## src/stm_params.svh

```systemverilog
// constants for the 10-bit standard timer: register offsets, field positions,
// reset values and clock-divider counts
// assumes a word-aligned classic wishbone slave with 32-bit data
`ifndef STM_PARAMS_SVH
`define STM_PARAMS_SVH

// -------------------------------------------------------------------------
// register byte offsets
// -------------------------------------------------------------------------
`define STM_OFS_CTRL0 6'h00
`define STM_OFS_CTRL1 6'h04
`define STM_OFS_CNT_LO 6'h08
`define STM_OFS_CNT_HI 6'h0C
`define STM_OFS_CMPA_LO 6'h10
`define STM_OFS_CMPA_HI 6'h14
`define STM_OFS_STATUS 6'h18

// -------------------------------------------------------------------------
// field positions and control reset value
// -------------------------------------------------------------------------
`define STM_C0_PAUSE 7
`define STM_C0_ON 3
`define STM_RST_CTRL 8'h00

// -------------------------------------------------------------------------
// prescale counts for the internal clock choices, period step and full period
// -------------------------------------------------------------------------
`define STM_DIV_SYS4 8'h04
`define STM_DIV_H16 8'h10
`define STM_DIV_H64 8'h40
`define STM_PERIOD_STEP 11'h080
`define STM_FULL_PERIOD 11'h400

`endif

```

## src/stm_pkg.sv

```systemverilog
// types for the 10-bit standard timer
// assumes stm_params.svh supplies the numeric constants
package stm_pkg;

  // -----------------------------------------------------------------------
  // mode enumeration
  // -----------------------------------------------------------------------
  typedef enum logic [1:0] {
    STM_MODE_CMP,
    STM_MODE_CAP,
    STM_MODE_PWM,
    STM_MODE_TMR
  } stm_mode_e;

  // control register 0 layout
  typedef struct packed {
    logic pause_control;
    logic [2:0] clock_select;
    logic timer_on_control;
    logic [2:0] period_field;
  } stm_ctrl0_s;

  // control register 1 layout
  typedef struct packed {
    stm_mode_e mode_field;
    logic [1:0] pin_action_field;
    logic output_control_bit;
    logic polarity_bit;
    logic duty_period_swap;
    logic clear_select;
  } stm_ctrl1_s;

  // timer pins grouped
  typedef struct packed {
    logic timer_output_pin;
    logic complementary_output_pin;
  } stm_pins_s;

endpackage : stm_pkg

```

## src/stm_timer.sv

```systemverilog
// 10-bit standard timer with classic wishbone register slave
// assumes asynchronous pins and separate high/sub clock tick strobes in clk_i domain
//
// Overview of operation
// - ten-bit up counter on selected clock
// - period compares counter bits nine to seven
// - on rising clears count; off holds count
// - pause freezes count, resume continues
// - clock select picks source or pin edge
// - period match every field times 128, 1024 when field is zero
// - two-bit mode field picks operating mode
// - compare match: none, low, high, toggle
// - pwm: inactive, active, pwm, single pulse
// - capture rising, falling, both, or disabled
// - turn-on restores output initial level in compare mode
// - same level request gives no change
// - output control sets pwm active level
// - polarity bit inverts output pin outside timer counter mode
// - swap bit exchanges period and duty
// - clear on compare a or period
// - clear select ignored in pwm, capture
// - timer counter mode holds the last raw output level on the pin
// - interrupt request on automatic clear
// - complementary pin is inverse output
// - low bytes go through holding buffer
//
// The address map and the Wishbone register port are this design's own decisions.
`timescale 1ns/1ps
`default_nettype none
`include "stm_params.svh"

module stm_timer (
  input wire logic clk_i,
  input wire logic rst_i,
  input wire logic ce_i,
  input wire logic high_tick_i,
  input wire logic sub_tick_i,
  input wire logic external_clock_pin_i,
  input wire logic capture_input_pin_i,
  input wire logic cyc_i,
  input wire logic stb_i,
  input wire logic we_i,
  input wire logic [5:0] adr_i,
  input wire logic [3:0] sel_i,
  input wire logic [31:0] dat_i,
  output logic [31:0] dat_o,
  output logic ack_o,
  output stm_pkg::stm_pins_s pins_o,
  output logic irq_a_o,
  output logic irq_p_o
);
  import stm_pkg::*;

  // -----------------------------------------------------------------------
  // registers
  // -----------------------------------------------------------------------
  stm_ctrl0_s c0_q; // control 0
  stm_ctrl1_s c1_q; // control 1
  logic [9:0] cnt_q; // main counter
  logic [9:0] cmpa_q; // compare a value
  logic [7:0] hold_q; // low byte holding buffer
  logic [9:0] cap_q; // not separate: capture loads compare a
  logic on_d1_q; // previous on level
  logic out_q; // raw output level
  logic pulse_q; // single pulse running
  logic [7:0] pre_q; // prescaler
  logic [2:0] ext_q; // external clock sync and edge
  logic [2:0] capin_q; // capture sync and edge
  logic ack_q; // bus answer

  logic on_rise; // on control rising edge
  logic tick; // timer clock event
  logic match_a; // comparator a match
  logic match_p; // comparator p match
  logic clr_a; // counter cleared by a
  logic clr_p; // counter cleared by p or overflow
  logic cap_ev; // qualifying capture edge
  logic wr; // bus write accepted
  logic rd; // bus read accepted
  logic [7:0] rdat; // read byte
  logic [10:0] per_len; // period length in clocks
  logic [10:0] duty_len; // duty length in clocks
  logic pwm_act; // pwm active phase
  logic [7:0] div; // chosen prescale
  logic irq_run; // counter running and enabled this cycle

  assign on_rise = c0_q.timer_on_control & ~on_d1_q;
  assign wr = cyc_i & stb_i & we_i & ~ack_q & sel_i[0];
  assign rd = cyc_i & stb_i & ~we_i & ~ack_q;

  // -----------------------------------------------------------------------
  // input synchronisers: stage 0 only feeds stage 1
  // -----------------------------------------------------------------------
  always_ff @(posedge clk_i) begin
    if (rst_i) begin
      ext_q <= 3'h0;
      capin_q <= 3'h0;
    end else if (ce_i) begin
      ext_q <= {ext_q[1:0], external_clock_pin_i};
      capin_q <= {capin_q[1:0], capture_input_pin_i};
    end
  end

  // -----------------------------------------------------------------------
  // clock source selection
  // -----------------------------------------------------------------------
  // the prescaler counts clk_i under select 0 and high_tick_i under every other select
  always_comb begin
    div = `STM_DIV_SYS4;
    tick = 1'b0;
    unique case (c0_q.clock_select)
      3'h0: begin
        div = `STM_DIV_SYS4;
        tick = (pre_q == div - 8'h01);
      end
      3'h1: tick = 1'b1;
      3'h2: begin
        div = `STM_DIV_H16;
        tick = high_tick_i & (pre_q == div - 8'h01);
      end
      3'h3: begin
        div = `STM_DIV_H64;
        tick = high_tick_i & (pre_q == div - 8'h01);
      end
      3'h4, 3'h5: tick = sub_tick_i;
      3'h6: tick = ext_q[1] & ~ext_q[2];
      3'h7: tick = ~ext_q[1] & ext_q[2];
    endcase
  end

  // prescaler advances on its own source
  always_ff @(posedge clk_i) begin
    if (rst_i) begin
      pre_q <= 8'h00;
    end else if (ce_i) begin
      if (c0_q.clock_select == 3'h0 || high_tick_i) begin
        pre_q <= (pre_q >= div - 8'h01) ? 8'h00 : pre_q + 8'h01;
      end
    end
  end

  // -----------------------------------------------------------------------
  // comparators
  // -----------------------------------------------------------------------
  // p matches the top three bits at field minus one with the low seven bits all ones; zero means full-range overflow
  assign match_p = tick & ((c0_q.period_field == 3'h0) ? (cnt_q == 10'h3FF) :
                   (cnt_q[9:7] == c0_q.period_field - 3'h1 && cnt_q[6:0] == 7'h7F));
  assign match_a = tick & (cnt_q == cmpa_q - 10'h001) & (cmpa_q != 10'h000);
  assign per_len = (c0_q.period_field == 3'h0) ? `STM_FULL_PERIOD :
                   {1'b0, c0_q.period_field, 7'h00};

  // clear source: pwm follows the swap bit, capture the overflow, else clear_select
  always_comb begin
    clr_a = 1'b0;
    clr_p = 1'b0;
    unique case (c1_q.mode_field)
      STM_MODE_PWM: begin
        clr_a = c1_q.duty_period_swap & match_a;
        clr_p = ~c1_q.duty_period_swap & match_p;
      end
      STM_MODE_CAP: clr_p = tick & (cnt_q == 10'h3FF);
      default: begin
        clr_a = c1_q.clear_select & match_a;
        clr_p = ~c1_q.clear_select & match_p;
      end
    endcase
  end

  // requests only while the counter really runs: a stopped, paused or frozen
  // counter would otherwise repeat the same request on every tick
  assign irq_run = ce_i & c0_q.timer_on_control & ~c0_q.pause_control;
  assign irq_a_o = irq_run & (clr_a | (match_a & ~clr_p));
  assign irq_p_o = irq_run & clr_p;

  // -----------------------------------------------------------------------
  // counter
  // -----------------------------------------------------------------------
  // the only software effect on the count is the on rising edge
  always_ff @(posedge clk_i) begin
    if (rst_i) begin
      cnt_q <= 10'h000;
    end else if (ce_i) begin
      if (on_rise) begin
        cnt_q <= 10'h000;
      end else if (c0_q.timer_on_control && !c0_q.pause_control && tick) begin
        cnt_q <= (clr_a | clr_p) ? 10'h000 : cnt_q + 10'h001;
      end
    end
  end

  // -----------------------------------------------------------------------
  // output pin logic
  // -----------------------------------------------------------------------
  assign duty_len = c1_q.duty_period_swap ? per_len : {1'b0, cmpa_q};
  assign pwm_act = ({1'b0, cnt_q} < duty_len); // duty >= period gives 100%

  always_ff @(posedge clk_i) begin
    if (rst_i) begin
      out_q <= 1'b0;
      pulse_q <= 1'b0;
    end else if (ce_i) begin
      unique case (c1_q.mode_field)
        STM_MODE_CMP: begin
          if (on_rise) begin
            out_q <= c1_q.output_control_bit;
          end else if (irq_a_o && c0_q.timer_on_control && !c0_q.pause_control) begin
            // a level request equal to the present level is invisible
            unique case (c1_q.pin_action_field)
              2'h0: out_q <= out_q;
              2'h1: out_q <= 1'b0;
              2'h2: out_q <= 1'b1;
              2'h3: out_q <= ~out_q;
            endcase
          end
        end
        STM_MODE_PWM: begin
          // single pulse starts on turn-on, ends at compare a
          if (on_rise) begin
            pulse_q <= 1'b1;
          end else if (match_a) begin
            pulse_q <= 1'b0;
          end
          unique case (c1_q.pin_action_field)
            2'h0: out_q <= 1'b0;
            2'h1: out_q <= 1'b1;
            2'h2: out_q <= pwm_act & c0_q.timer_on_control;
            2'h3: out_q <= pulse_q & c0_q.timer_on_control;
          endcase
        end
        default: out_q <= out_q;
      endcase
    end
  end

  // active level applies in pwm mode, polarity outside timer/counter mode
  always_comb begin
    pins_o.timer_output_pin = out_q;
    if (c1_q.mode_field == STM_MODE_PWM) begin
      pins_o.timer_output_pin = out_q ~^ c1_q.output_control_bit;
    end else if (c1_q.mode_field == STM_MODE_CMP) begin
      pins_o.timer_output_pin = out_q;
    end
    if (c1_q.mode_field != STM_MODE_TMR) begin
      pins_o.timer_output_pin = pins_o.timer_output_pin ^ c1_q.polarity_bit;
    end
    pins_o.complementary_output_pin = ~pins_o.timer_output_pin;
  end

  // -----------------------------------------------------------------------
  // capture edge
  // -----------------------------------------------------------------------
  always_comb begin
    unique case (c1_q.pin_action_field)
      2'h0: cap_ev = capin_q[1] & ~capin_q[2];
      2'h1: cap_ev = ~capin_q[1] & capin_q[2];
      2'h2: cap_ev = capin_q[1] ^ capin_q[2];
      2'h3: cap_ev = 1'b0;
    endcase
    cap_ev = cap_ev & (c1_q.mode_field == STM_MODE_CAP) & c0_q.timer_on_control;
  end
  assign cap_q = cnt_q;

  // -----------------------------------------------------------------------
  // registers: controls, compare a, holding buffer
  // -----------------------------------------------------------------------
  always_ff @(posedge clk_i) begin
    if (rst_i) begin
      c0_q <= `STM_RST_CTRL;
      c1_q <= `STM_RST_CTRL;
      on_d1_q <= 1'b0;
    end else if (ce_i) begin
      on_d1_q <= c0_q.timer_on_control;
      if (wr && adr_i == `STM_OFS_CTRL0) begin
        c0_q <= dat_i[7:0];
      end
      if (wr && adr_i == `STM_OFS_CTRL1) begin
        c1_q <= dat_i[7:0]; // mode change expected only while off
      end
    end
  end

  // capture overrides a software high write in the same cycle
  always_ff @(posedge clk_i) begin
    if (rst_i) begin
      cmpa_q <= 10'h000;
      hold_q <= 8'h00;
    end else if (ce_i) begin
      if (cap_ev) begin
        cmpa_q <= cap_q;
      end else if (wr && adr_i == `STM_OFS_CMPA_HI) begin
        cmpa_q <= {dat_i[1:0], hold_q};
      end
      if (wr && adr_i == `STM_OFS_CMPA_LO) begin
        hold_q <= dat_i[7:0];
      end else if (rd && adr_i == `STM_OFS_CNT_HI) begin
        hold_q <= cnt_q[7:0];
      end else if (rd && adr_i == `STM_OFS_CMPA_HI) begin
        hold_q <= cmpa_q[7:0];
      end
    end
  end

  // -----------------------------------------------------------------------
  // wishbone read and answer
  // -----------------------------------------------------------------------
  always_comb begin
    unique case (adr_i)
      `STM_OFS_CTRL0: rdat = c0_q;
      `STM_OFS_CTRL1: rdat = c1_q;
      `STM_OFS_CNT_LO: rdat = hold_q;
      `STM_OFS_CNT_HI: rdat = {6'h00, cnt_q[9:8]};
      `STM_OFS_CMPA_LO: rdat = hold_q;
      `STM_OFS_CMPA_HI: rdat = {6'h00, cmpa_q[9:8]};
      `STM_OFS_STATUS: rdat = {6'h00, out_q, pulse_q};
      default: rdat = 8'h00; // unmapped reads zero
    endcase
  end

  // one wait state: ack the cycle after the request, drop next cycle
  always_ff @(posedge clk_i) begin
    if (rst_i) begin
      ack_q <= 1'b0;
      dat_o <= 32'h0000_0000;
    end else if (ce_i) begin
      ack_q <= cyc_i & stb_i & ~ack_q;
      if (rd) begin
        dat_o <= {24'h00_0000, rdat};
      end
    end
  end
  assign ack_o = ack_q;

  // -----------------------------------------------------------------------
  // assertions
  // -----------------------------------------------------------------------
  a_comp_pin_inverse: assert property (@(posedge clk_i) disable iff (rst_i)
    pins_o.complementary_output_pin != pins_o.timer_output_pin)
    else $error("complementary pin not inverse");
  a_on_clears_count: assert property (@(posedge clk_i) disable iff (rst_i)
    ce_i && on_rise |=> cnt_q == 10'h000)
    else $error("turn-on did not clear counter");
  a_pause_holds_count: assert property (@(posedge clk_i) disable iff (rst_i)
    ce_i && c0_q.pause_control && !on_rise |=> $stable(cnt_q))
    else $error("counter moved while paused");
  a_off_holds_count: assert property (@(posedge clk_i) disable iff (rst_i)
    !c0_q.timer_on_control && !on_rise |=> $stable(cnt_q))
    else $error("counter moved while off");
  a_cmp_init_level: assert property (@(posedge clk_i) disable iff (rst_i)
    ce_i && on_rise && c1_q.mode_field == STM_MODE_CMP && !wr |=> out_q == $past(c1_q.output_control_bit))
    else $error("initial level not restored");
  a_count_step: assert property (@(posedge clk_i) disable iff (rst_i)
    ce_i && tick && c0_q.timer_on_control && !c0_q.pause_control && !on_rise && !clr_a && !clr_p
    |=> cnt_q == $past(cnt_q) + 10'h001)
    else $error("counter did not advance");
  a_clear_on_match: assert property (@(posedge clk_i) disable iff (rst_i)
    ce_i && (clr_a || clr_p) && c0_q.timer_on_control && !c0_q.pause_control |=> cnt_q == 10'h000)
    else $error("counter not cleared on match");
  a_hold_on_high_rd: assert property (@(posedge clk_i) disable iff (rst_i)
    ce_i && rd && adr_i == `STM_OFS_CNT_HI && !(wr) |=> hold_q == $past(cnt_q[7:0]))
    else $error("low byte not latched on high read");
  a_ack_one_cycle: assert property (@(posedge clk_i) disable iff (rst_i)
    ce_i && ack_o |=> !ack_o)
    else $error("ack held longer than one cycle");
  a_irq_p_clears: assert property (@(posedge clk_i) disable iff (rst_i)
    ce_i && irq_p_o && !on_rise |=> cnt_q == 10'h000)
    else $error("period request without counter clear");
  a_capture_loads: assert property (@(posedge clk_i) disable iff (rst_i)
    ce_i && cap_ev |=> cmpa_q == $past(cnt_q))
    else $error("capture did not load the count");

endmodule : stm_timer
`default_nettype wire

```

## config.mk

```make
export PLATFORM = sky130hd
export DESIGN_NAME = stm_timer
export DESIGN_NICKNAME = d
export VERILOG_FILES = /design/src/stm_pkg.sv /design/src/stm_timer.sv
export VERILOG_INCLUDE_DIRS = /design/src
export SDC_FILE = /design/constraint.sdc
export NUM_CORES = 1
export LEC_CHECK = 0
export CORE_UTILIZATION = 40
export CTS_BUF_LIST = sky130_fd_sc_hd__clkbuf_8
export CTS_CLUSTER_DIAMETER = 40
export CTS_CLUSTER_SIZE = 25
export DETAILED_ROUTE_END_ITERATION = 12
export DONT_BUFFER_PORTS = 1
export GPL_ROUTABILITY_DRIVEN = 1
export SYNTH_ARGS = -nofsm -noshare
export SYNTH_HDL_FRONTEND = slang
export SYNTH_SLANG_ARGS = --single-unit
```

## constraint.sdc

```tcl
create_clock -name clk_i -period 2.9 [get_ports clk_i]
set_input_delay 0.58 -clock clk_i [delete_from_list [all_inputs] [get_ports clk_i]]
set_output_delay 0.58 -clock clk_i [all_outputs]
set_load 0.02 [all_outputs]
```

### Word-level counts from Yosys, hierarchy flattened

Cells that the tools add are included.

| word-level totals | value |
|---|---|
| RAM bits | 0 |
| bits in read-only memories | 0 |
| bits of input ports | 52 |
| memories kept | 0 |
| output and inout port bits | 37 |
| register bits after elaboration | 70 |
| bits in latches | 0 |

| operators by class | value |
|---|---|
| shifts and indexed selects | 0 |
| multipliers | 0 |
| bitwise gates (word level) | 49 |
| divide/modulo/power cells | 0 |
| reductions and logical operators | 35 |
| muxes and demuxes | 27 |
| $add $sub $neg | 5 |
| $lt $le $gt $ge | 2 |
| equal/unequal tests | 28 |

Operators with widths:

| cell | count |
|---|---|
| two-way mux 10 bit | 5 |
| one-hot mux 8 bit (6 select lines) | 1 |
| two-way mux 8 bit | 4 |
| bitwise AND 1 bit | 31 |
| two-way mux 11 bit | 2 |
| == test 6 x 5 -> 1 bit (second input constant) | 3 |
| one-hot mux 7 bit (2 select lines) | 1 |
| AND reduction 2 bit | 7 |
| inverter 1 bit | 13 |
| == test 3 bit (second input constant) | 4 |
| == test 6 x 4 -> 1 bit (second input constant) | 2 |
| logical AND 1 bit | 11 |
| < comparator 10 x 11 -> 1 bit | 1 |
| adder 10 x 1 -> 10 bit (second input constant) | 1 |
| == test 10 bit | 1 |
| == test 10 bit (second input constant) | 1 |
| nonzero test 10 bit | 1 |
| subtractor 10 x 1 -> 10 bit (second input constant) | 1 |
| adder 8 x 1 -> 8 bit (second input constant) | 1 |
| == test 8 x 2 -> 1 bit (second input constant) | 1 |
| == test 8 x 4 -> 1 bit (second input constant) | 1 |
| == test 8 x 6 -> 1 bit (second input constant) | 1 |
| >= comparator 8 bit | 1 |
| one-hot mux 1 bit (4 select lines) | 2 |
| 28 further kinds | 49 |

### Longest topological paths before layout

Gate-level depths: netlist of run 1.

| logic depth | value |
|---|---|
| depth after elaboration | 16 |
| mapped depth | 11 |
| gate-level depth less buffers | 11 |

### Least setup slack after synthesis of run 1

Ideal clock, no wire load.

| timing path | value |
|---|---|
| kind | register -> output |
| from | reg c0_q[4] (netlist bit) |
| to | out irq_p_o |
| cell stages (with the launch flop) | 7 |
| buffers on the path | 1 |
| data required time | 2.320 ns |
| setup slack | -0.287 ns |
| arrival | 2.607 ns |
| cell sequence | dfxtp_1 -> buf_6 -> or3_1 -> a211oi_1 -> nor3_1 -> or3_4 -> a2111oi_0 |

| on the way | value |
|---|---|
| word-level cells in the longest chain between the ends | 7 |

RTL lines:

| element | line | text |
|---|---|---|
| start, declared | stm_timer.sv:57 | `stm_ctrl0_s c0_q;` |
| start signal, assigned | stm_timer.sv:268 | `` c0_q <= `STM_RST_CTRL; `` |
| start signal, assigned | stm_timer.sv:274 | `c0_q <= dat_i[7:0];` |
| == test 3 bit | stm_timer.sv:111 | `unique case (c0_q.clock_select)` |
| OR reduction 2 bit | stm_timer.sv:111 |  |
| one-hot mux 1 bit (7 select lines) (*) | stm_timer.sv:111 |  |
| bitwise AND 1 bit | stm_timer.sv:146 | `assign match_p = tick & ((c0_q.period_field == 3'h0) ? (cnt_q == 10'h3FF) :` |
| bitwise AND 1 bit (on tied branches) | stm_timer.sv:164, stm_timer.sv:159 |  |
| one-hot mux 1 bit (2 select lines) (*) | stm_timer.sv:156 | `unique case (c1_q.mode_field)` |
| bitwise AND 1 bit (*) | stm_timer.sv:173 | `assign irq_p_o = irq_run & clr_p;` |
| end, declared | stm_timer.sv:50 | `output logic irq_p_o` |

Every way passes the cells marked *; elsewhere a longest branch is shown, timed or not.

### Worst setup path in the final report of run 1

| timing path | value |
|---|---|
| from | reg cmpa_q[1] |
| to | out irq_a_o |

| on the way | value |
|---|---|
| word-level cells in the longest chain between the ends | 8 |

RTL lines:

| element | line | text |
|---|---|---|
| start, declared | stm_timer.sv:60 | `logic [9:0] cmpa_q;` |
| start signal, assigned | stm_timer.sv:289 | `cmpa_q <= cap_q;` |
| start signal, assigned | stm_timer.sv:291 | `cmpa_q <= {dat_i[1:0], hold_q};` |
| subtractor 10 x 1 -> 10 bit | stm_timer.sv:148 | `assign match_a = tick & (cnt_q == cmpa_q - 10'h001) & (cmpa_q != 10'h000);` |
| == test 10 bit | stm_timer.sv:148 |  |
| bitwise AND 1 bit | stm_timer.sv:148 |  |
| bitwise AND 1 bit (*) | stm_timer.sv:148 |  |
| bitwise AND 1 bit (on tied branches) | stm_timer.sv:163, stm_timer.sv:158 |  |
| one-hot mux 1 bit (2 select lines) | stm_timer.sv:156 |  |
| OR 1 bit (*) | stm_timer.sv:172 | `assign irq_a_o = irq_run & (clr_a \| (match_a & ~clr_p));` |
| bitwise AND 1 bit (*) | stm_timer.sv:172 |  |
| end, declared | stm_timer.sv:49 | `output logic irq_a_o,` |

Marked as above.

==> flow_summary.toml, run 1 <==
[timing]
rsz0062_at_grt = "true"
slew_viol_final = 0
fin_ws_ns = -0.199
period_share_pct = 107
slew_headroom_pct = 49.6
worst_pin_slew_ns = 0.751
fin_worst_skew_ns = 0.00880
fin_crit_ns = 3.10
setup_violations = 1
hold_violations = 0
fmax_mhz = 323
setup_tns_ns = -0.199

[floorplanning]
die_h_microns = 112
core_area_sq_um = 11600
pin_count = 89
rows = 39
fp.dieW_microns = 112
die-area_sq_um = 12500
start_util_pct = 41.6

[detailed_routing]
drtPass1Iterations = 10
drt-wirelength-per-cell_microns = 16.6
ant_nets = 0
drc_errors = 2
viasPerCell = 5.48
vias = 4121
drt-total-wl_microns = 12500
drtIter0Drc = 302

[logic_synthesis]
syn_area_sq_um = 4810
synth_top_area_share_pct = 29.1
syn_avg_cell_area_sq_um = 8.10
yosys_warnings = 0
synth-seq-area-share_pct = 29.1
synth.top_cells.by_area = "dfxtp_1 (29%), mux2i_1 (12%), nor2_1 (7.3%), ha_1 (5.2%), buf_4 (3.9%)"
async_reset_ff_share_pct = 0
yosysUniqueCellTypes = 67
netlist_instances = 594
synth_flop_cell = "dfxtp_1"
synth-edff-count = 0
yosys.area.top_type = "dfxtp_1"
ys_ff_latch = 70

[power_and_ir_drop]
power.density_nw_per_um2 = 352
ir_drop_mv = 0.305
leakagePower_nw = 2.00

[final_layout]
drive_above_1_share_pct = 14.9
final_area_sq_um = 5250
fin_util_pct = 45.4
nFillCells = 1128
nets = 676
n_antenna_cell = 0
syn_to_final_growth_pct = 9.02

[global_routing]
overflow = 0
grt_max_degree = 64
grt_pass1_wl_microns = 20000
first_global_vias = 3816
antenna_found_initial = 0
grt_usage_pct = 20.2

[critical_path]
critPathKind = "reg2out"
cp.required_ns = 2.32
r2r_slack_ns = 0.31
startpoint_type = "flip-flop"
endpoint_kind = "primary output"
r2r_start = "cmpa_q[1]$_SDFFE_PP0P_"
crit_fanout = 6
critPathArrivalTime_ns = 2.52
crit_path_start = "cmpa_q[1]$_SDFFE_PP0P_"

[placement]
place_ws_ns = 0.134
io_buffers = 0
gp_congestion = 0.863
dp_hpwl_microns = 9330
place_area_sq_um = 4930

[clocking]
numCtsBuffers = 9
cts_sinks = 70
hold_buffers = 0
ctsHtreeMaxLevel = 3
cts-root-buf = "clkbuf_8"
cts_tree = "built"
clk_path_buf_depth = 2
clkLatencyLatePin_ns = 0.36
clk_pin_slew_worst_paths_ns = 0.09

[job]
max_cap_violations = 0

[worst_hold_path]
worstHoldStart = "rst_i"
worstHoldPathType = "in2reg"

[outcome]
status = "finished, violations left"
violations = "DRC, setup timing"
==> where the power goes <==
group / switching (mW) / total, mW / internal [mW]
Combinational: 0.0532 / 0.0755 / 0.0222
Sequential: 0.00607 / 0.971 / 0.965
Clock: 0.458 / 0.799 / 0.341
==> sequential cells by signal (all words and copies together) (netlist names) <==
register	count
ack_o	1
cmpa_q	10
ext_q	3
capin_q	3
c1_q	8
on_d1_q	1
out_q	1
dat_o	8
hold_q	8
pulse_q	1
pre_q	8
c0_q	8
cap_q	10
==> cells in the mapped netlist, types with 4 or more instances <==
| library cell | n |
|---|---|
| nor2b_1 | 7 |
| a222oi_1 | 8 |
| nand2_1 | 32 |
| nor3_1 | 15 |
| buf_4 | 25 |
| nor2_1 | 93 |
| ha_1 | 20 |
| xnor2_1 | 13 |
| o211ai_1 | 4 |
| nand4_1 | 5 |
| clkbuf_1 | 25 |
| o22ai_1 | 4 |
| nand3b_1 | 5 |
| inv_1 | 19 |
| o21ai_1 | 6 |
| mux2i_1 | 59 |
| buf_6 | 5 |
| nand3_1 | 20 |
| and3_1 | 8 |
| o21ai_0 | 23 |
| xor2_1 | 11 |
| a21oi_1 | 35 |
| a31oi_1 | 8 |
| or3_1 | 4 |
| nand2b_1 | 8 |
| dfxtp_1 | 70 |
==> metal layers <==
metal,track usage [%],vias to the layer above,part of all wire [%]
met5,0,-,0
li1,-,2071,-
met1,27.0,1916,46
met3,3.65,13,5.7
met4,5.59,0,1.3
met2,33.4,121,47
==> worst paths after layout <==
path | depth (start not counted) | endpoint
max | 7 | irq_a_o
min | 1 | cap_q[0]$_SDFFE_PP0P_
max reg2reg | 10 | out_q$_SDFFE_PP0P_
min reg2reg | 2 | pre_q[1]$_SDFFE_PP0P_
==> placed cells by master, fill, tap and decap left out, types with 11 or more instances in the layout <==
cell type,Yosys,layout
a21oi_1,35,34
inv_1,19,19
nand3_1,20,20
o21ai_0,23,20
mux2i_1,59,59
xor2_1,11,11
buf_4,25,39
ha_1,20,19
conb_1,1,24
nor3_1,15,14
xnor2_1,13,13
nor2_1,93,92
nand2_1,32,32
dfxtp_1,70,63
==> cells by family after synthesis <==
group / share of synthesized area [%]
mux: 12.5
fa+ha+maj: 5.20
xor+xnor: 4.37
other cells: 0.0779
flops: 29.1
simple gates: 24.5
compound gates: 14.1
buf+inv: 10.1
==> final cells by class <==
type | count | area, sq um | area share (%)
multi-input cells | 464 | 3080 | 58.8
flip-flops and latches | 70 | 1420 | 27.0
repair buffers | 39 | 293 | 5.58
well taps | 143 | 179 | 3.41
clock buffers | 9 | 124 | 2.36
clock inverters | 7 | 75.1 | 1.43
inverters | 20 | 75.1 | 1.43
==> repair_timing <==
action                                  CTS  global route
hold endpoints to repair                  0             0
buffers inserted                          2             2
gates resized for setup                  12            13
pin swaps                                 8             7
cloned                                    0             0
endpoints found under the setup margin    2             2
==> critical path, stage by stage, from the launching register on <==
cell and delay [ns]:
dfxtp_4 0.37, or4_4 0.56, o21ai_2 0.13, a21oi_1 0.08, nor4_2 0.42, nand3b_1 0.20
nor3b_2 0.23, buf_4 0.17
==> through the flow <==
| stage | std cells | total power [mW] | hold WS [ns] |
|---|---|---|---|
| 6_report | 752 | 1.85 | 0.286 |
| 5_1_grt | 752 | 1.92 | 0.266 |
| 4_1_cts | 750 | 1.87 | 0.265 |
| 3_5_place_dp | 732 | 1.07 | 0.475 |
| 3_3_place_gp | 732 | 1.07 | 0.461 |
| 2_1_floorplan | 617 | 1.11 | 0.454 |
Power figures use the tool's default switching activity.
==> run 2: changes to the inputs <==
==> constraint.sdc (replaced) <==
create_clock -name clk_i -period 2.9 [get_ports clk_i]
set_input_delay 0.145 -clock clk_i [delete_from_list [all_inputs] [get_ports clk_i]]
set_output_delay 0.145 -clock clk_i [all_outputs]
set_load 0.02 [all_outputs]
==> run 2 against run 1 <==
  * The flow finishes with violations (DRC)
  * Setup slack improved by 0.32 ns
  * Non-clock buffer count fell by 9
  * Hold slack got worse by 0.26 ns
  * Clock power rose by 15%
  * Design area fell by 0.83%
  * Fmax rose by 11%
  * Cell count fell by 1.2%
  * Total power rose by 8.5%
  * Clock-buffer cell count rose by 1
  * Via count rose by 1.4%
  * Flip-flop and latch count did not move
==> flow_summary.toml, run 2 (synthesis gave the netlist of run 1 again) <==
[floorplanning]
start_util_pct = 41.6
die_h_microns = 112
rows = 39
fp.dieW_microns = 112
core_area_sq_um = 11600
die-area_sq_um = 12500
pin_count = 89

[timing]
setup_tns_ns = 0
slew_viol_final = 0
rsz0062_at_grt = "true"
fmax_mhz = 359
period_share_pct = 95.9
hold_violations = 0
fin_crit_ns = 2.78
worst_pin_slew_ns = 0.727
fin_ws_ns = 0.118
slew_headroom_pct = 51.2
setup_violations = 0
fin_worst_skew_ns = 0.0122

[power_and_ir_drop]
ir_drop_mv = 0.362
leakagePower_nw = 1.95
power.density_nw_per_um2 = 385
p_total_mw = 2.00

[detailed_routing]
viasPerCell = 5.62
drt-wirelength-per-cell_microns = 16.6
drtPass1Iterations = 12
vias = 4179
drt-total-wl_microns = 12400
drc_errors = 5
drtIter0Drc = 293
ant_nets = 0

[clocking]
cts_sinks = 70
clk_path_buf_depth = 2
cts-root-buf = "clkbuf_8"
cts_tree = "built"
clkLatencyLatePin_ns = 0.37
ctsHtreeMaxLevel = 3
clk_pin_slew_worst_paths_ns = 0.09
numCtsBuffers = 9

[outcome]
status = "finished, violations left"
violations = "DRC"

[placement]
place_ws_ns = 0.344
place_area_sq_um = 4760
dp_hpwl_microns = 8840
io_buffers = 0
placed_cells = 709
gp_congestion = 0.784

[worst_hold_path]
worstHoldPathType = "in2reg"

[critical_path]
critPathArrivalTime_ns = 2.64
endpoint_kind = "primary output"
crit_fanout = 4
startpoint_type = "flip-flop"
critPathKind = "reg2out"
cp.required_ns = 2.76

[global_routing]
grt_max_degree = 58
grt_pass1_wl_microns = 19900
first_global_vias = 3734
overflow = 0
grt_usage_pct = 20.2
antenna_found_initial = 0

[final_layout]
nFillCells = 1160
drive_above_1_share_pct = 9.67
regArea_sq_um = 1410
fin_cells = 743
layout_common_cells = "nor2_1 (93), dfxtp_1 (66), mux2i_1 (59)"
multiInputGateArea_sq_um = 3030
layout_commonest_cell = "nor2_1"
syn_to_final_growth_pct = 8.11
final_area_sq_um = 5200
nets = 667
n_antenna_cell = 0

[job]
max_cap_violations = 0
[run 2: changes by cell type in the layout (fill, tap and decap cells not counted), moves of 3 or more]
cell,previous run,this run
buf_4,39,17
dlygate4sd3_1,0,12
inv_8,3,0
dfxtp_2,5,2
dfxtp_1,63,66
[run 2: where the power goes]
part	leakage, nW	switching, mW	internal [mW]	total [mW]
sequential	0.567	0.00610	0.965	0.971
combinational	1.28	0.0757	0.0376	0.113
clock	0.109	0.406	0.512	0.918
total	1.95	0.488	1.51	2.00
[run 2: final timing paths]
path | from | to | slack, ns | depth (start not counted)
worst min register to register | pre_q[1]$_SDFFE_PP0P_ | pre_q[1]$_SDFFE_PP0P_ | 0.49 | 2
worst min-delay path | dat_i[0] | hold_q[0]$_SDFFE_PP0P_ | 0.02 | 4
worst max register to register | cmpa_q[1]$_SDFFE_PP0P_ | cap_q[5]$_SDFFE_PP0P_ | 0.32 | 8
worst max-delay path | cmpa_q[1]$_SDFFE_PP0P_ | irq_a_o | 0.12 | 7
[run 2: layout make-up]
cell class,count,area share [%]
Inverter,20,1.44
Clock buffer,10,2.65
Clock inverter,6,1.78
Timing Repair Buffer,30,5.29
Multi-Input combinational cell,464,58.3
Tap cell,143,3.44
Sequential cell,70,27.1
[run 2: critical path: stages (launching register included)]
cell      delay (ns)
dfxtp_4         0.36
or4_4           0.56
nor3b_2         0.19
xnor2_1         0.10
nor4_2          0.40
nand3b_1        0.23
nor3b_2         0.25
buf_4           0.17
[run 2: stage by stage]
step                      hold slack (ns)  utilization [%]
after CTS                          0.0159             44.4
after floorplan                     0.292                -
after global routing               0.0448             45.0
after global placement              0.229             41.1
final                              0.0248             45.0
after detailed placement            0.227             41.1
[run 2: layer usage]
layer  track usage, %  vias up  part of all wire [%]
li1                 -     2058                     -
met5                0        -                     0
met2             31.0      116                    46
met1             28.1     1986                    47
met4             8.47        0                   2.0
met3             2.94       19                   5.5
[run 2: repair_timing]
action | in CTS | in global routing
setup endpoints to repair | 1 | 1
gates resized for setup | 1 | 9
endpoints found under the hold margin | 57 | 0
hold buffers | 13 | 0
pin swaps | 0 | 6
buffers inserted | 0 | 5
==> run 3: changes to the inputs <==
ABC_AREA = 1   (was default)
ABC_CLOCK_PERIOD_IN_PS = 2680   (was default)
clock period = 2.68 ns   (was 2.9 ns; I/O delays follow)
==> run 3 against run 2 <==
  * The run now ends clean
  * Largest cell class unchanged
  * Combinational power rose by 21%
  * Flip-flop and latch count is the same
  * Clock-buffer cell count unchanged
  * Global-route usage grew 4.7 points
  * Clock power shrank 4.9%
==> flow_summary.toml, run 3 <==
[global_routing]
antenna_found_initial = 1
grt_max_degree = 28
grt_usage_pct = 24.8
first_global_vias = 4386
overflow = 0
grt_pass1_wl_microns = 22500

[timing]
hold_violations = 0
fin_worst_skew_ns = 0.0115
worst_pin_slew_ns = 0.817
setup_violations = 0
fin_crit_ns = 2.44
rsz0062_at_grt = "false"
setup_tns_ns = 0
fin_ws_ns = 0.236
fmax_mhz = 409
period_share_pct = 91.2
slew_viol_final = 0
slew_headroom_pct = 45.5

[critical_path]
rr_worst_depth = 18
path_buf_inv = 0
endpoint_kind = "primary output"
path_cells = "ha_1, nand2_1, nor3_2, nand3_1, o21ai_1, nand4_1, nor2_2"
r2r_start = "c0_q[0]$_SDFFE_PP0P_"
startpoint_type = "flip-flop"
crit_fanout = 7
r2r_slack_ns = 0.35
cp.required_ns = 2.55
critPathKind = "reg2out"
slowest_stage = "dfxtp_1"
r2r-end = "out_q$_SDFFE_PP0P_"
critical-path-max-stage-delay_ns = 0.48
critPathArrivalTime_ns = 2.31
path_delay_family = "simple AND/OR/NAND/NOR gates"

[detailed_routing]
drt-wirelength-per-cell_microns = 16.3
drtPass1Iterations = 4
viasPerCell = 5.55
ant_nets = 0
vias = 4710
drc_errors = 0
drtIter0Drc = 343
drt-total-wl_microns = 13800

[clocking]
clkLatencyLatePin_ns = 0.35
clk_path_buf_depth = 2
clk_pin_slew_worst_paths_ns = 0.08
ctsHtreeMaxLevel = 3
cts_sinks = 70
cts-root-buf = "clkbuf_8"
cts_tree = "built"
post_cts_buffers = 0
numCtsBuffers = 9

[worst_hold_path]
worstHoldPathType = "in2reg"
holdPathEnd = "cmpa_q[9]$_SDFFE_PP0P_"
worstHoldStart = "dat_i[1]"
hold_depth = 2

[logic_synthesis]
yosysMostFrequentCell = "nand2_1"
synth-edff-count = 0
yosys.area.top_type = "dfxtp_1"
netlist_instances = 698
async_reset_ff_share_pct = 0
synth_top_area_share_pct = 30.4
syn_area_sq_um = 4600
synth.top_cells.by_area = "dfxtp_1 (30%), nand2_1 (12%), a21oi_1 (7.4%), o21ai_0 (6.0%), nor2_1 (5.8%)"
syn_avg_cell_area_sq_um = 6.59
synth_flop_cell = "dfxtp_1"
yosysUniqueCellTypes = 43
yosys_warnings = 0
synth_common_cells = "nand2_1 (149), nor2_1 (71), dfxtp_1 (70), inv_1 (69), a21oi_1 (68)"
ys_ff_latch = 70
synth-seq-area-share_pct = 30.4

[floorplanning]
core_area_sq_um = 11000
start_util_pct = 41.7
rows = 38
fp.dieW_microns = 109
die_h_microns = 109
pin_count = 89
die-area_sq_um = 11900

[power_and_ir_drop]
power.density_nw_per_um2 = 417
ir_drop_mv = 0.389
leakagePower_nw = 2.04

[final_layout]
nFillCells = 1157
drive_above_1_share_pct = 6.36
layout_common_cells = "nand2_1 (149), inv_1 (70), dfxtp_1 (70)"
layout_commonest_cell = "nand2_1"
nets = 775
syn_to_final_growth_pct = 8.02

[placement]
io_buffers = 0
gp_congestion = 0.955
place_ws_ns = 0.365
dp_hpwl_microns = 10200

[job]
max_cap_violations = 0

[outcome]
status = "finished clean"
run 3: cell types whose count changed in the layout (fill, tap and decap cells not counted), sizes merged, moves of 9 or more:
cell    change
xnor2      -12
nand4       +9
inv        +56
nand3      +16
o21ai      +32
mux2i      -59
nor2       -16
nand2     +118
buf        -13
a21oi      +33
a211oi     +24
run 3: report_power, final:
part | switching (mW) | internal (mW)
sequential | 0.0109 | 1.05
combinational | 0.0986 | 0.0382
clock | 0.421 | 0.452
run 3: how the worst max path moves through the flow:
stage	start	cells after the start	to
floorplan	c0_q[0]$_SDFFE_PP0P_	19	out_q$_SDFFE_PP0P_
global placement	c0_q[0]$_SDFFE_PP0P_	19	out_q$_SDFFE_PP0P_
detailed placement	c0_q[0]$_SDFFE_PP0P_	18	out_q$_SDFFE_PP0P_
CTS	cap_q[1]$_SDFFE_PP0P_	7	irq_p_o
global route	cap_q[1]$_SDFFE_PP0P_	7	irq_p_o
finish	cap_q[1]$_SDFFE_PP0P_	7	irq_p_o
run 3: final cells by class:
type / count / area (sq um) / area share, %
inverter: 77 / 289 / 5.81
tap: 140 / 175 / 3.52
antenna: 1 / 2.50 / 0.0503
multi-input combinational: 528 / 2730 / 55.0
clock inverter: 6 / 62.6 / 1.26
clock buffer: 10 / 138 / 2.77
timing repair buffer: 17 / 170 / 3.42
sequential: 70 / 1400 / 28.2
run 3: cell families (layout without fill, tap and decap cells):
family	count (synthesis)	in the layout	synth area share, %
flip-flops	70	70	30.4
AND/OR/NAND/NOR	301	301	28.5
AO/OA/AOI/OAI	175	175	21.8
XOR/XNOR	8	8	1.52
other	1	25	0.0815
adder cells (fa/ha/maj)	20	20	5.44
buffers and inverters	123	110	12.3
run 3: worst reg2reg max path, cell delays in order (launching register included):
cell and delay, ns:
dfxtp_1 0.33, inv_1 0.15, ha_1 0.17, inv_1 0.03, nor2_1 0.13, nand2_1 0.15, nand2_1 0.11, ha_1 0.23
a21oi_1 0.13, o21ai_0 0.12, a21oi_1 0.12, nand3_1 0.12, nand2_1 0.09, nand3_1 0.07, nand2_1 0.07, nand2_1 0.04
nand2_1 0.06, nor2_1 0.04, nor2_1 0.08
run 3: repair_timing:
item	4_1_cts	5_1_grt
hold buffers	13	0
setup endpoints to repair	0	2
endpoints found under the hold margin	54	0
resized for setup	0	3
run 3: layer usage:
metal,up-vias,global-route usage [%],share of wire (%)
met5,-,0,0
met4,0,7.62,1.7
met3,25,6.75,7.4
met2,159,38.9,44
met1,2214,33.0,46
li1,2312,-,-
run 3: through the flow:
stage                     cell area (sq um)  cells  hold slack, ns  util (%)  power (mW)
after floorplan                        4690    721           0.269         -        1.20
after global placement                 4620    819           0.208      41.9        1.18
after detailed placement               4620    819           0.210      41.9        1.19
after CTS                              4960    848          0.0193      45.0        2.09
after global routing                   4970    848          0.0493      45.1        2.15
final                                  4970    849          0.0293      45.1        2.07
